==> src/adt_params.svh <==
`ifndef ADT_PARAMS_SVH
`define ADT_PARAMS_SVH

// Model-specific register address of the deadline target
`define ADT_TARGET_ADDR 32'h0000_06E0
`define ADT_TARGET_RST 64'h0000_0000_0000_0000
// Timer vector entry fields
`define ADT_TVE_RST 32'h0001_0000
`define ADT_MODE_MSB 18
`define ADT_MODE_LSB 17
`define ADT_MASK_BIT 16
`define ADT_VEC_MSB 7
`define ADT_VEC_LSB 0
// Count registers
`define ADT_COUNT_RST 32'h0000_0000
// Feature-identification ECX bit position and its value
`define ADT_FEAT_BIT 24
`define ADT_FEAT_VAL 1'b1

`endif

==> src/adt_pkg.sv <==
package adt_pkg;

  // Encoding follows declaration order: 00b, 01b, 10b, 11b
  typedef enum logic [1:0] {
    ADT_ONE_SHOT,
    ADT_PERIODIC,
    ADT_DEADLINE,
    ADT_RESERVED
  } adt_mode_e;

  typedef logic [63:0] adt_word_t;

endpackage

==> src/adt_cmp.sv <==
`timescale 1ns/1ps

module adt_cmp (
  input wire logic armed,
  input wire adt_pkg::adt_word_t stamp,
  input wire adt_pkg::adt_word_t target,
  output logic reached
);

  // Both operands unsigned, so a target below the counter fires at once
  always_comb begin
    reached = armed && (stamp >= target);
  end

endmodule // adt_cmp

==> src/adt_timer.sv <==
`timescale 1ns/1ps
`include "adt_params.svh"

// Notes on behaviour
// - deadline mode: initial count ignored, current reads 0
// - one deadline target register at 6E0H
// - non-zero target write arms timer
// - fire when counter reaches or passes target
// - compare as unsigned 64-bit values
// - firing disarms and zeroes target
// - writing zero disarms at any time
// - entering or leaving deadline mode disarms
// - reset leaves target zero, unarmed
// - outside deadline mode: target reads zero, writes dropped
// - mode field 10b selects deadline mode
// - feature bit 24 reports deadline support
// - accesses not serializing, kept in order
// - rewrite while armed moves deadline
// - modes exclusive; 11b reserved
module adt_timer (
  input wire logic clk,
  input wire logic arst_n,
  input wire adt_pkg::adt_word_t time_stamp_counter,
  input wire logic model_reg_write,
  input wire logic model_reg_read,
  input wire logic [31:0] model_reg_addr,
  input wire adt_pkg::adt_word_t model_reg_wdata,
  output adt_pkg::adt_word_t model_reg_rdata,
  output logic model_reg_rvalid,
  output logic model_reg_fault,
  input wire logic tve_write,
  input wire logic [31:0] tve_wdata,
  output logic [31:0] timer_vector_entry,
  input wire logic init_count_write,
  input wire logic [31:0] init_count_wdata,
  output logic [31:0] init_count,
  output logic [31:0] cur_count,
  output logic feat_deadline,
  output logic irq_req,
  output logic [7:0] irq_vector
);

  function automatic adt_pkg::adt_mode_e mode_of(input logic [31:0] v);
    return adt_pkg::adt_mode_e'(v[`ADT_MODE_MSB:`ADT_MODE_LSB]);
  endfunction

  ////////////////////////////////////////////////////////////////////////////

  logic [31:0] tve_r, tve_nxt;
  adt_pkg::adt_word_t target_r, target_nxt;
  logic [31:0] icount_r, icount_nxt;
  logic [31:0] ccount_r, ccount_nxt;
  logic irq_r, irq_nxt;
  logic [7:0] vec_r, vec_nxt;
  adt_pkg::adt_word_t rdata_r, rdata_nxt;
  logic rvalid_r, rvalid_nxt;
  logic fault_r, fault_nxt;

  adt_pkg::adt_mode_e mode_cur;
  logic dl_mode;
  logic mode_chg;
  logic tgt_hit;
  logic tgt_wr;
  logic armed;
  logic reached;
  logic cnt_fire;

  assign mode_cur = mode_of(tve_r);
  assign dl_mode = (mode_cur == adt_pkg::ADT_DEADLINE);
  assign mode_chg = tve_write && (mode_of(tve_wdata) != mode_cur);
  assign tgt_hit = (model_reg_addr == `ADT_TARGET_ADDR);
  assign tgt_wr = model_reg_write && tgt_hit && dl_mode;
  // A zero target means unarmed, so the target doubles as the arm flag
  assign armed = dl_mode && (target_r != `ADT_TARGET_RST);
  assign cnt_fire = (mode_cur == adt_pkg::ADT_ONE_SHOT || mode_cur == adt_pkg::ADT_PERIODIC)
                    && (ccount_r == 32'h0000_0001);

  adt_cmp u_cmp (
    .armed(armed),
    .stamp(time_stamp_counter),
    .target(target_r),
    .reached(reached)
  );

  ////////////////////////////////////////////////////////////////////////////

  always_comb begin
    tve_nxt = tve_write ? tve_wdata : tve_r;
    target_nxt = target_r;
    if (reached) begin
      target_nxt = `ADT_TARGET_RST;
    end
    // Write after a hit re-arms; the hit still raises its request
    if (tgt_wr) begin
      target_nxt = model_reg_wdata;
    end
    if (mode_chg) begin
      target_nxt = `ADT_TARGET_RST;
    end

    icount_nxt = icount_r;
    ccount_nxt = ccount_r;
    if (!dl_mode && mode_cur != adt_pkg::ADT_RESERVED) begin
      if (init_count_write) begin
        icount_nxt = init_count_wdata;
        ccount_nxt = init_count_wdata;
      end else if (ccount_r != `ADT_COUNT_RST) begin
        ccount_nxt = ccount_r - 32'h0000_0001;
        if (cnt_fire && mode_cur == adt_pkg::ADT_PERIODIC) begin
          ccount_nxt = icount_r;
        end
      end
    end
    if (mode_chg) begin
      ccount_nxt = `ADT_COUNT_RST;
    end

    irq_nxt = (reached || cnt_fire) && !tve_r[`ADT_MASK_BIT];
    vec_nxt = tve_r[`ADT_VEC_MSB:`ADT_VEC_LSB];

    // One access per cycle, answered in arrival order
    rvalid_nxt = model_reg_read;
    rdata_nxt = (tgt_hit && dl_mode) ? target_r : `ADT_TARGET_RST;
    fault_nxt = (model_reg_read || model_reg_write) && !tgt_hit;
  end

  always_ff @(posedge clk or negedge arst_n) begin
    if (!arst_n) begin
      tve_r <= `ADT_TVE_RST;
      target_r <= `ADT_TARGET_RST;
      icount_r <= `ADT_COUNT_RST;
      ccount_r <= `ADT_COUNT_RST;
      irq_r <= 1'b0;
      vec_r <= 8'h00;
      rdata_r <= `ADT_TARGET_RST;
      rvalid_r <= 1'b0;
      fault_r <= 1'b0;
    end else begin
      tve_r <= tve_nxt;
      target_r <= target_nxt;
      icount_r <= icount_nxt;
      ccount_r <= ccount_nxt;
      irq_r <= irq_nxt;
      vec_r <= vec_nxt;
      rdata_r <= rdata_nxt;
      rvalid_r <= rvalid_nxt;
      fault_r <= fault_nxt;
    end
  end

  assign model_reg_rdata = rdata_r;
  assign model_reg_rvalid = rvalid_r;
  assign model_reg_fault = fault_r;
  assign timer_vector_entry = tve_r;
  assign init_count = icount_r;
  assign cur_count = ccount_r;
  assign feat_deadline = `ADT_FEAT_VAL;
  assign irq_req = irq_r;
  assign irq_vector = vec_r;
endmodule // adt_timer

==> config.mk <==
export PLATFORM = sky130hd
export DESIGN_NAME = adt_timer
export DESIGN_NICKNAME = d
export VERILOG_FILES = /design/src/adt_pkg.sv /design/src/adt_cmp.sv /design/src/adt_timer.sv
export VERILOG_INCLUDE_DIRS = /design/src
export SDC_FILE = /design/constraint.sdc
export NUM_CORES = 1
export LEC_CHECK = 0
export BUFFER_PORTS_ARGS = -buffer_cell sky130_fd_sc_hd__buf_2
export CORE_UTILIZATION = 40
export CTS_BUF_LIST = sky130_fd_sc_hd__clkbuf_4 sky130_fd_sc_hd__clkbuf_8
export DETAILED_ROUTE_END_ITERATION = 16
export GPL_TIMING_DRIVEN = 0
export HOLD_SLACK_MARGIN = 0.03
export PLACE_DENSITY = 0.73
export SLEW_MARGIN = 30
export SYNTH_ARGS = -nofsm -noshare
export SYNTH_HDL_FRONTEND = slang
export SYNTH_SLANG_ARGS = --single-unit
==> constraint.sdc <==
create_clock -name clk -period 3.2 [get_ports clk]
set_clock_uncertainty 0.15 [all_clocks]
set_input_delay 0.32 -clock clk [delete_from_list [all_inputs] [get_ports clk]]
set_output_delay 0.32 -clock clk [all_outputs]
set_load 0.01 [all_outputs]
==> run_results.csv, run 1 <==
group,metric,value,unit
status,status,"finished clean",
global_routing,track_usage,0.2685,
timing,drv_slew,0,
die,start_util,0.4066,
power,p_int,5403,uW
global_routing,grt_max_degree,81,
worst_hold_path,whs_endpoint,"timer_vector_entry[31]$_DFFE_PN0P_",
timing,setup_viol_count_final,0,
clock_tree,clock-root-buffer,"clkbuf_8",
global_routing,grt_pass1_vias,11030,
power,p_switching,2243,uW
cells_and_area,nets,1906,
timing,rsz0062_at_grt,"true",
cells_and_area,drive_gt1_frac,0.3688,
worst_setup_path,r2r_end,"cur_count[23]$_DFFE_PN0P_",
worst_setup_path,path_max_fanout,10,
power,p_clk_frac,0.357,
clock_tree,ctsHtreeMaxLevel,2,
worst_setup_path,reg2reg_slack,0.02,ns
die,die_h,170.1,um
timing,period_minus_slack,3.184,ns
clock_tree,clkSinkCount,235,
die,die_w,170.1,um
synth,synthFlopType,"dfrtp_1",
route,vias,10760,
route,drtIter0Drc,747,
route,drt_first_pass_iters,5,
die,core_area,27780,sq um
placement,hpwl,28150,um
worst_setup_path,path_buf_inv,2,
power,p_sw_frac,0.2934,
clock_tree,cts_tree,"done",
synth,avgSynthCellArea,11.11,sq um
worst_hold_path,min_path_cells,2,
clock_tree,clkTransAtPathRegs,0.06,ns
synth,ys_seq_elements,235,
timing,finalWorstSetupSlack,0.01646,ns
synth,yosys.area.top_type,"dfrtp_1",
power,seq_power_share,0.444,
timing,finalCritPeriodShare,0.9949,
placement,dp_slack,-0.4023,ns
worst_setup_path,crit_family,"simple AND/OR/NAND/NOR gates",
synth,synth_warnings,0,
worst_setup_path,cp_data_required_time,3.46,ns
power,p_leak,0.008006,uW
power,combPwrFrac,0.199,
worst_setup_path,path_common_cell,"or4_4",
power,ir_drop,364.6,uV
clock_tree,clkLatencyLatePin,0.54,ns
worst_setup_path,worstSetupPathType,"reg2reg",
placement,dp_cells,1796,
placement,place.port_buffers,399,
route,routed_wl,39780,um
route,antenna_left,0,
global_routing,grt-ovfl-total,0,
worst_hold_path,hp-class,"in2reg",
synth,synth_edf_count,0,
worst_hold_path,hp-start,"tve_write",
timing,maxSlewHeadroom,0.4467,
worst_setup_path,reg2regPathDepth,9,
worst_setup_path,critPathLaunchType,"register",
die,die_area,28920,sq um
route,wl_per_cell,19.74,um
synth,synthesis.nets,1313,
cells_and_area,stdcell_count,2015,
timing,tightest_slew,0.8299,ns
synth,synthTopCellsByArea,"dfrtp_1 (52%), ha_1 (7.3%), mux2_2 (6.3%)",
synth,yosys.cell_types.count,63,
clock_tree,cts_buffers,42,
power,p_per_area,468.7,nW/um^2
clock_tree,cts_buffer_depth,3,
synth,synthArstFlopShare,1.000,
synth,synth_area,11300,sq um
worst_setup_path,critPathCaptureType,"register",
worst_setup_path,r2r_start,"cur_count[9]$_DFFE_PN0P_",
worst_setup_path,path_cells,"or4_4 > buf_6 > or4_4 > nor4_4 > nand2_2 > clkbuf_4 > o311ai_2 > a31oi_1 > a21o_1",
timing,hold_viol_final,0,
route,route.detailed.drc,0,
global_routing,grt_first_pass_wirelength,59760,um
placement,routabilityCongestion,0.9674,
global_routing,antenna_found_initial,3,
worst_setup_path,critPathMaxStageDelay,0.55,ns
cells_and_area,syn_to_final_growth,44.40,%
worst_setup_path,critPathSlowestCell,"or4_4",
synth,syn_inst,1017,
die,num_rows,61,
worst_setup_path,arrival,3.44,ns
synth,yosysSeqAreaShare,0.5207,
timing,clock.fmax,314.1,MHz
route,vias_per_cell,5.339,
synth,synth_top_area_frac,0.5183,
job,drv_cap,0,
die,num_io_pins,402,
power groups by stage:
stage          Combinational (uW)  Sequential, uW  Clock (uW)
6_report                     1520            3390        2730
5_1_grt                      1650            3420        2910
4_1_cts                      1470            3380        2790
3_5_place_dp                 1320            3430           0
3_3_place_gp                 1280            3420           0
2_1_floorplan                 593            3480           0
sequential cells by signal, indices dropped and copies added, names as in the netlist:
name and cells:
cur_count 32, init_count 32, irq_req 1, irq_vector 8, model_reg_fault 1, model_reg_rdata 64
model_reg_rvalid 1, target_r 64, timer_vector_entry 32
metrics by stage:
step | hold WS (ns) | TNS, ns | utilization | power, uW | area [sq um]
detailed placement | 0.1926 | -18.00 | 0.4984 | 4745 | 13850
floorplan | -0.1256 | 0 | - | 4071 | 11300
finish | 0.1654 | 0 | 0.5872 | 7646 | 16310
CTS | 0.1550 | 0 | 0.5786 | 7642 | 16080
global placement | 0.2256 | -653.29 | 0.4955 | 4697 | 13770
global route | 0.1926 | -0.4377 | 0.5870 | 7981 | 16310
layout make-up:
type / instances / area (sq um)
tap: 378 / 473.0
antenna: 2 / 5.005
sequential: 235 / 5884
inverter: 72 / 270.3
buffer: 49 / 254.0
fill: 2302 / 11470
clock inverter: 7 / 41.29
clock buffer: 62 / 759.5
timing repair buffer: 551 / 3548
multi-input combinational: 659 / 5077
worst max path at each step:
stage                         startpoint                      endpoint  slack [ns]  cells after the start
5_1_grt         cur_count[9]$_DFFE_PN0P_     cur_count[23]$_DFFE_PN0P_       -0.08                      9
3_3_place_gp                      arst_n  model_reg_rdata[2]$_DFF_PN0_       -2.54                      1
3_5_place_dp    target_r[35]$_DFFE_PN0P_      target_r[32]$_DFFE_PN0P_       -0.40                     10
6_report        cur_count[9]$_DFFE_PN0P_     cur_count[23]$_DFFE_PN0P_        0.02                      9
4_1_cts        cur_count[12]$_DFFE_PN0P_     cur_count[14]$_DFFE_PN0P_       0.004                      8
2_1_floorplan   cur_count[9]$_DFFE_PN0P_      cur_count[9]$_DFFE_PN0P_        0.33                      8
routing by layer:
layer | vias up | wire length [um] | share of wire | track usage
li1 | 4877 | - | - | -
met1 | 5219 | 15070 | 0.38 | 0.3051
met2 | 536 | 19330 | 0.49 | 0.4604
met3 | 124 | 3461 | 0.087 | 0.07698
met4 | 2 | 1914 | 0.048 | 0.1344
met5 | - | 12 | 0.00030 | 0
Yosys cell counts (all sizes together), types with 3 or more instances:
master and n:
a211o 11, or4 4, a221o 3, a21oi 67
nand2 47, nand2b 18, o31ai 12, or3 10
and2 65, buf 11, o21ai 42, o311ai 5
xnor2 3, a221oi 4, inv 72, nor2 38
a22o 68, a31oi 6, xor2 6, nor3 15
ha 66, nor4 32, nand4 15, nand3 9
dfrtp 234, o311a 5, mux2 63, clkbuf 40
a21o 9, a211oi 6
cells by family (layout without fill, tap and decap cells):
logic type,count (synthesis),in the layout,share of synthesized area
DFF,235,235,0.5207
muxes,64,64,0.06368
and+or+nand+nor,264,264,0.1297
AOI/OAI and AO/OA,255,255,0.1618
xor gates and xnor gates,9,9,0.006978
buffers and inverters,123,741,0.04375
adders and majority gates,66,66,0.07310
other,1,3,0.0003319
timing repair:
action,in CTS,in global routing
hold buffers,132,0
pin swaps,2,13
buffers inserted,5,12
endpoints found under the setup margin,75,90
hold endpoints to repair,222,0
gates cloned,0,1
resized for setup,17,41
layout by cell type (no fill, tap or decap), types with 38 or more instances in the layout:
| master | Yosys | final |
|---|---|---|
| buf_2 | 5 | 401 |
| mux2_2 | 63 | 63 |
| a22o_1 | 68 | 68 |
| clkbuf_8 | 0 | 47 |
| inv_1 | 72 | 72 |
| and2_1 | 65 | 65 |
| ha_1 | 66 | 66 |
| dfrtp_1 | 234 | 232 |
| nand2_1 | 46 | 45 |
| a21oi_1 | 67 | 66 |
| dlygate4sd3_1 | 0 | 132 |
| o21ai_0 | 42 | 38 |
No activity file was read; power rests on OpenSTA's default activity.
==> inputs of run 2 (changes only) <==
Settings changed: CELL_PAD_IN_SITES_DETAIL_PLACEMENT from default to 1, CELL_PAD_IN_SITES_GLOBAL_PLACEMENT from default to 1, CORE_ASPECT_RATIO from default to 0.6, CORE_UTILIZATION 40 to 39, PLACE_DENSITY 0.73 to 0.89, RECOVER_POWER from default to 100.
==> run_results.csv, run 2 (synthesis results as in run 1) <==
group,metric,value,unit
worst_setup_path,path_buf_inv,2,
route,drtIter0Drc,1253,
power,p_leak,0.007731,uW
clock_tree,clkSinkCount,235,
cells_and_area,drive_gt1_frac,0.3203,
clock_tree,clkTransAtPathRegs,0.07,ns
global_routing,track_usage,0.3730,
timing,drv_slew,0,
placement,hpwl,36000,um
die,num_rows,47,
global_routing,busiest_layer,"met2",
die,die_area,29670,sq um
power,ir_drop,382.3,uV
clock_tree,cts_tree,"done",
placement,routabilityCongestion,0.9827,
die,die_h,133.8,um
timing,finalWorstSetupSlack,-0.07097,ns
worst_setup_path,crit_family,"compound AO/OA/AOI/OAI gates",
global_routing,grt_max_degree,87,
worst_setup_path,critPathCaptureType,"register",
global_routing,grtUsageMet2,0.5991,
clock_tree,clock-root-buffer,"clkbuf_8",
global_routing,grt_use_met1,0.4627,
timing,period_minus_slack,3.271,ns
cells_and_area,syn_to_final_growth,45.12,%
worst_setup_path,critPathSlowestCell,"a21oi_2",
route,routed_wl,56760,um
timing,maxSlewHeadroom,0.3093,
cells_and_area,layout_common_cells,"buf_2 (309), dfrtp_1 (226), dlygate4sd3_1 (132)",
global_routing,antenna_found_initial,12,
timing,setup_viol_count_final,7,
placement,place.port_buffers,399,
timing,hold_viol_final,0,
clock_tree,ctsHtreeMaxLevel,2,
worst_setup_path,critPathMaxStageDelay,0.56,ns
cells_and_area,nets,1919,
status,violations,"setup timing",
route,route.detailed.drc,0,
clock_tree,clkLatencyLatePin,0.58,ns
global_routing,use_met3,0.1150,
worst_hold_path,hp-class,"in2reg",
timing,tightest_slew,1.036,ns
global_routing,grt-ovfl-total,0,
route,antenna_left,0,
route,drt_first_pass_iters,5,
route,wl_per_cell,28.07,um
route,vias_per_cell,5.906,
global_routing,grt_pass1_vias,12930,
route,vias,11940,
timing,setup_tns,-0.2134,ns
global_routing,grt_first_pass_wirelength,82170,um
timing,clock.fmax,305.7,MHz
timing,timing.hold.ws,0.07908,ns
worst_setup_path,path_cells,"inv_1 > ha_1 > nand2_1 > nor2_4 > a21oi_2 > clkbuf_2 > o21ai_0 > a21oi_1",
die,core_area,27990,sq um
status,status,"finished, violations left",
job,drv_cap,0,
die,die_w,221.7,um
worst_setup_path,path_max_fanout,10,
clock_tree,cts_buffers,38,
power,p_per_area,489.5,nW/um^2
cells_and_area,final_common_cell,"buf_2",
die,start_util,0.4036,
timing,finalCritPeriodShare,1.022,
worst_setup_path,critPathLaunchType,"register",
die,num_io_pins,402,
worst_setup_path,cp_data_required_time,3.51,ns
worst_setup_path,worstSetupPathType,"reg2reg",
timing,rsz0062_at_grt,"true",
clock_tree,cts_buffer_depth,3,
worst_setup_path,arrival,3.58,ns
-- run 2: where the power goes --
| part | switching [uW] | internal, uW | total, uW |
|---|---|---|---|
| clock network | 1370 | 1460 | 2830 |
| logic | 1010 | 761 | 1770 |
| registers | 259 | 3170 | 3430 |
| total | 2640 | 5390 | 8020 |
-- run 2: final timing paths --
| path | slack, ns | cells after the start | to | from |
|---|---|---|---|---|
| setup / recovery | -0.07 | 8 | cur_count[5]$_DFFE_PN0P_ | cur_count[0]$_DFFE_PN0P_ |
| hold / removal | 0.08 | 4 | model_reg_fault$_DFF_PN0_ | model_reg_addr[22] |
| setup reg to reg | -0.07 | 8 | cur_count[5]$_DFFE_PN0P_ | cur_count[0]$_DFFE_PN0P_ |
| hold reg to reg | 0.25 | 0 | irq_vector[3]$_DFF_PN0_ | timer_vector_entry[3]$_DFFE_PN0P_ |
| max in group asynchronous | 1.71 | 4 | cur_count[6]$_DFFE_PN0P_ | arst_n |
| min in group asynchronous | 0.42 | 3 | model_reg_rdata[29]$_DFF_PN0_ | arst_n |
-- run 2: tightest hold or removal path, delay by kind of cell --
kind / cells / cell delay [ns]
buf+inv: 1 / 0.07
compound gates: 1 / 0.16
simple gates: 2 / 0.17
-- run 2: per-layer routing --
layer / vias up / part of all wire
li1: 4909 / -
met1: 5994 / 0.38
met2: 810 / 0.46
met3: 224 / 0.10
met4: 4 / 0.051
met5: - / 0.00053
-- run 2: layout make-up --
cell class	instances	area, sq um
Fill cell	3140	11600
Sequential cell	235	5892
Multi-Input combinational cell	659	5151
Timing Repair Buffer	569	3568
Clock buffer	54	686.9
Tap cell	367	459.2
Buffer	48	275.3
Inverter	72	270.3
Clock inverter	5	58.81
Antenna cell	13	32.53
-- run 2: timing repair --
action | 4_1_cts | 5_1_grt
hold endpoints to repair | 321 | 0
hold buffers | 132 | 0
pin swaps | 20 | 15
resized for setup | 53 | 38
cloned | 1 | 0
buffers inserted | 15 | 20
setup endpoints to repair | 88 | 96
-- run 2: metrics by stage --
step	worst slack, ns	cell area (sq um)	cells	util	power, uW
5_1_grt	-0.09773	16380	2018	0.5853	8257
3_3_place_gp	-2.556	13750	1783	0.4913	4751
2_1_floorplan	0.3265	11300	1017	-	4071
3_5_place_dp	-0.4398	13860	1786	0.4953	4844
4_1_cts	-0.1577	16270	1993	0.5811	7795
6_report	-0.07097	16390	2022	0.5857	8025
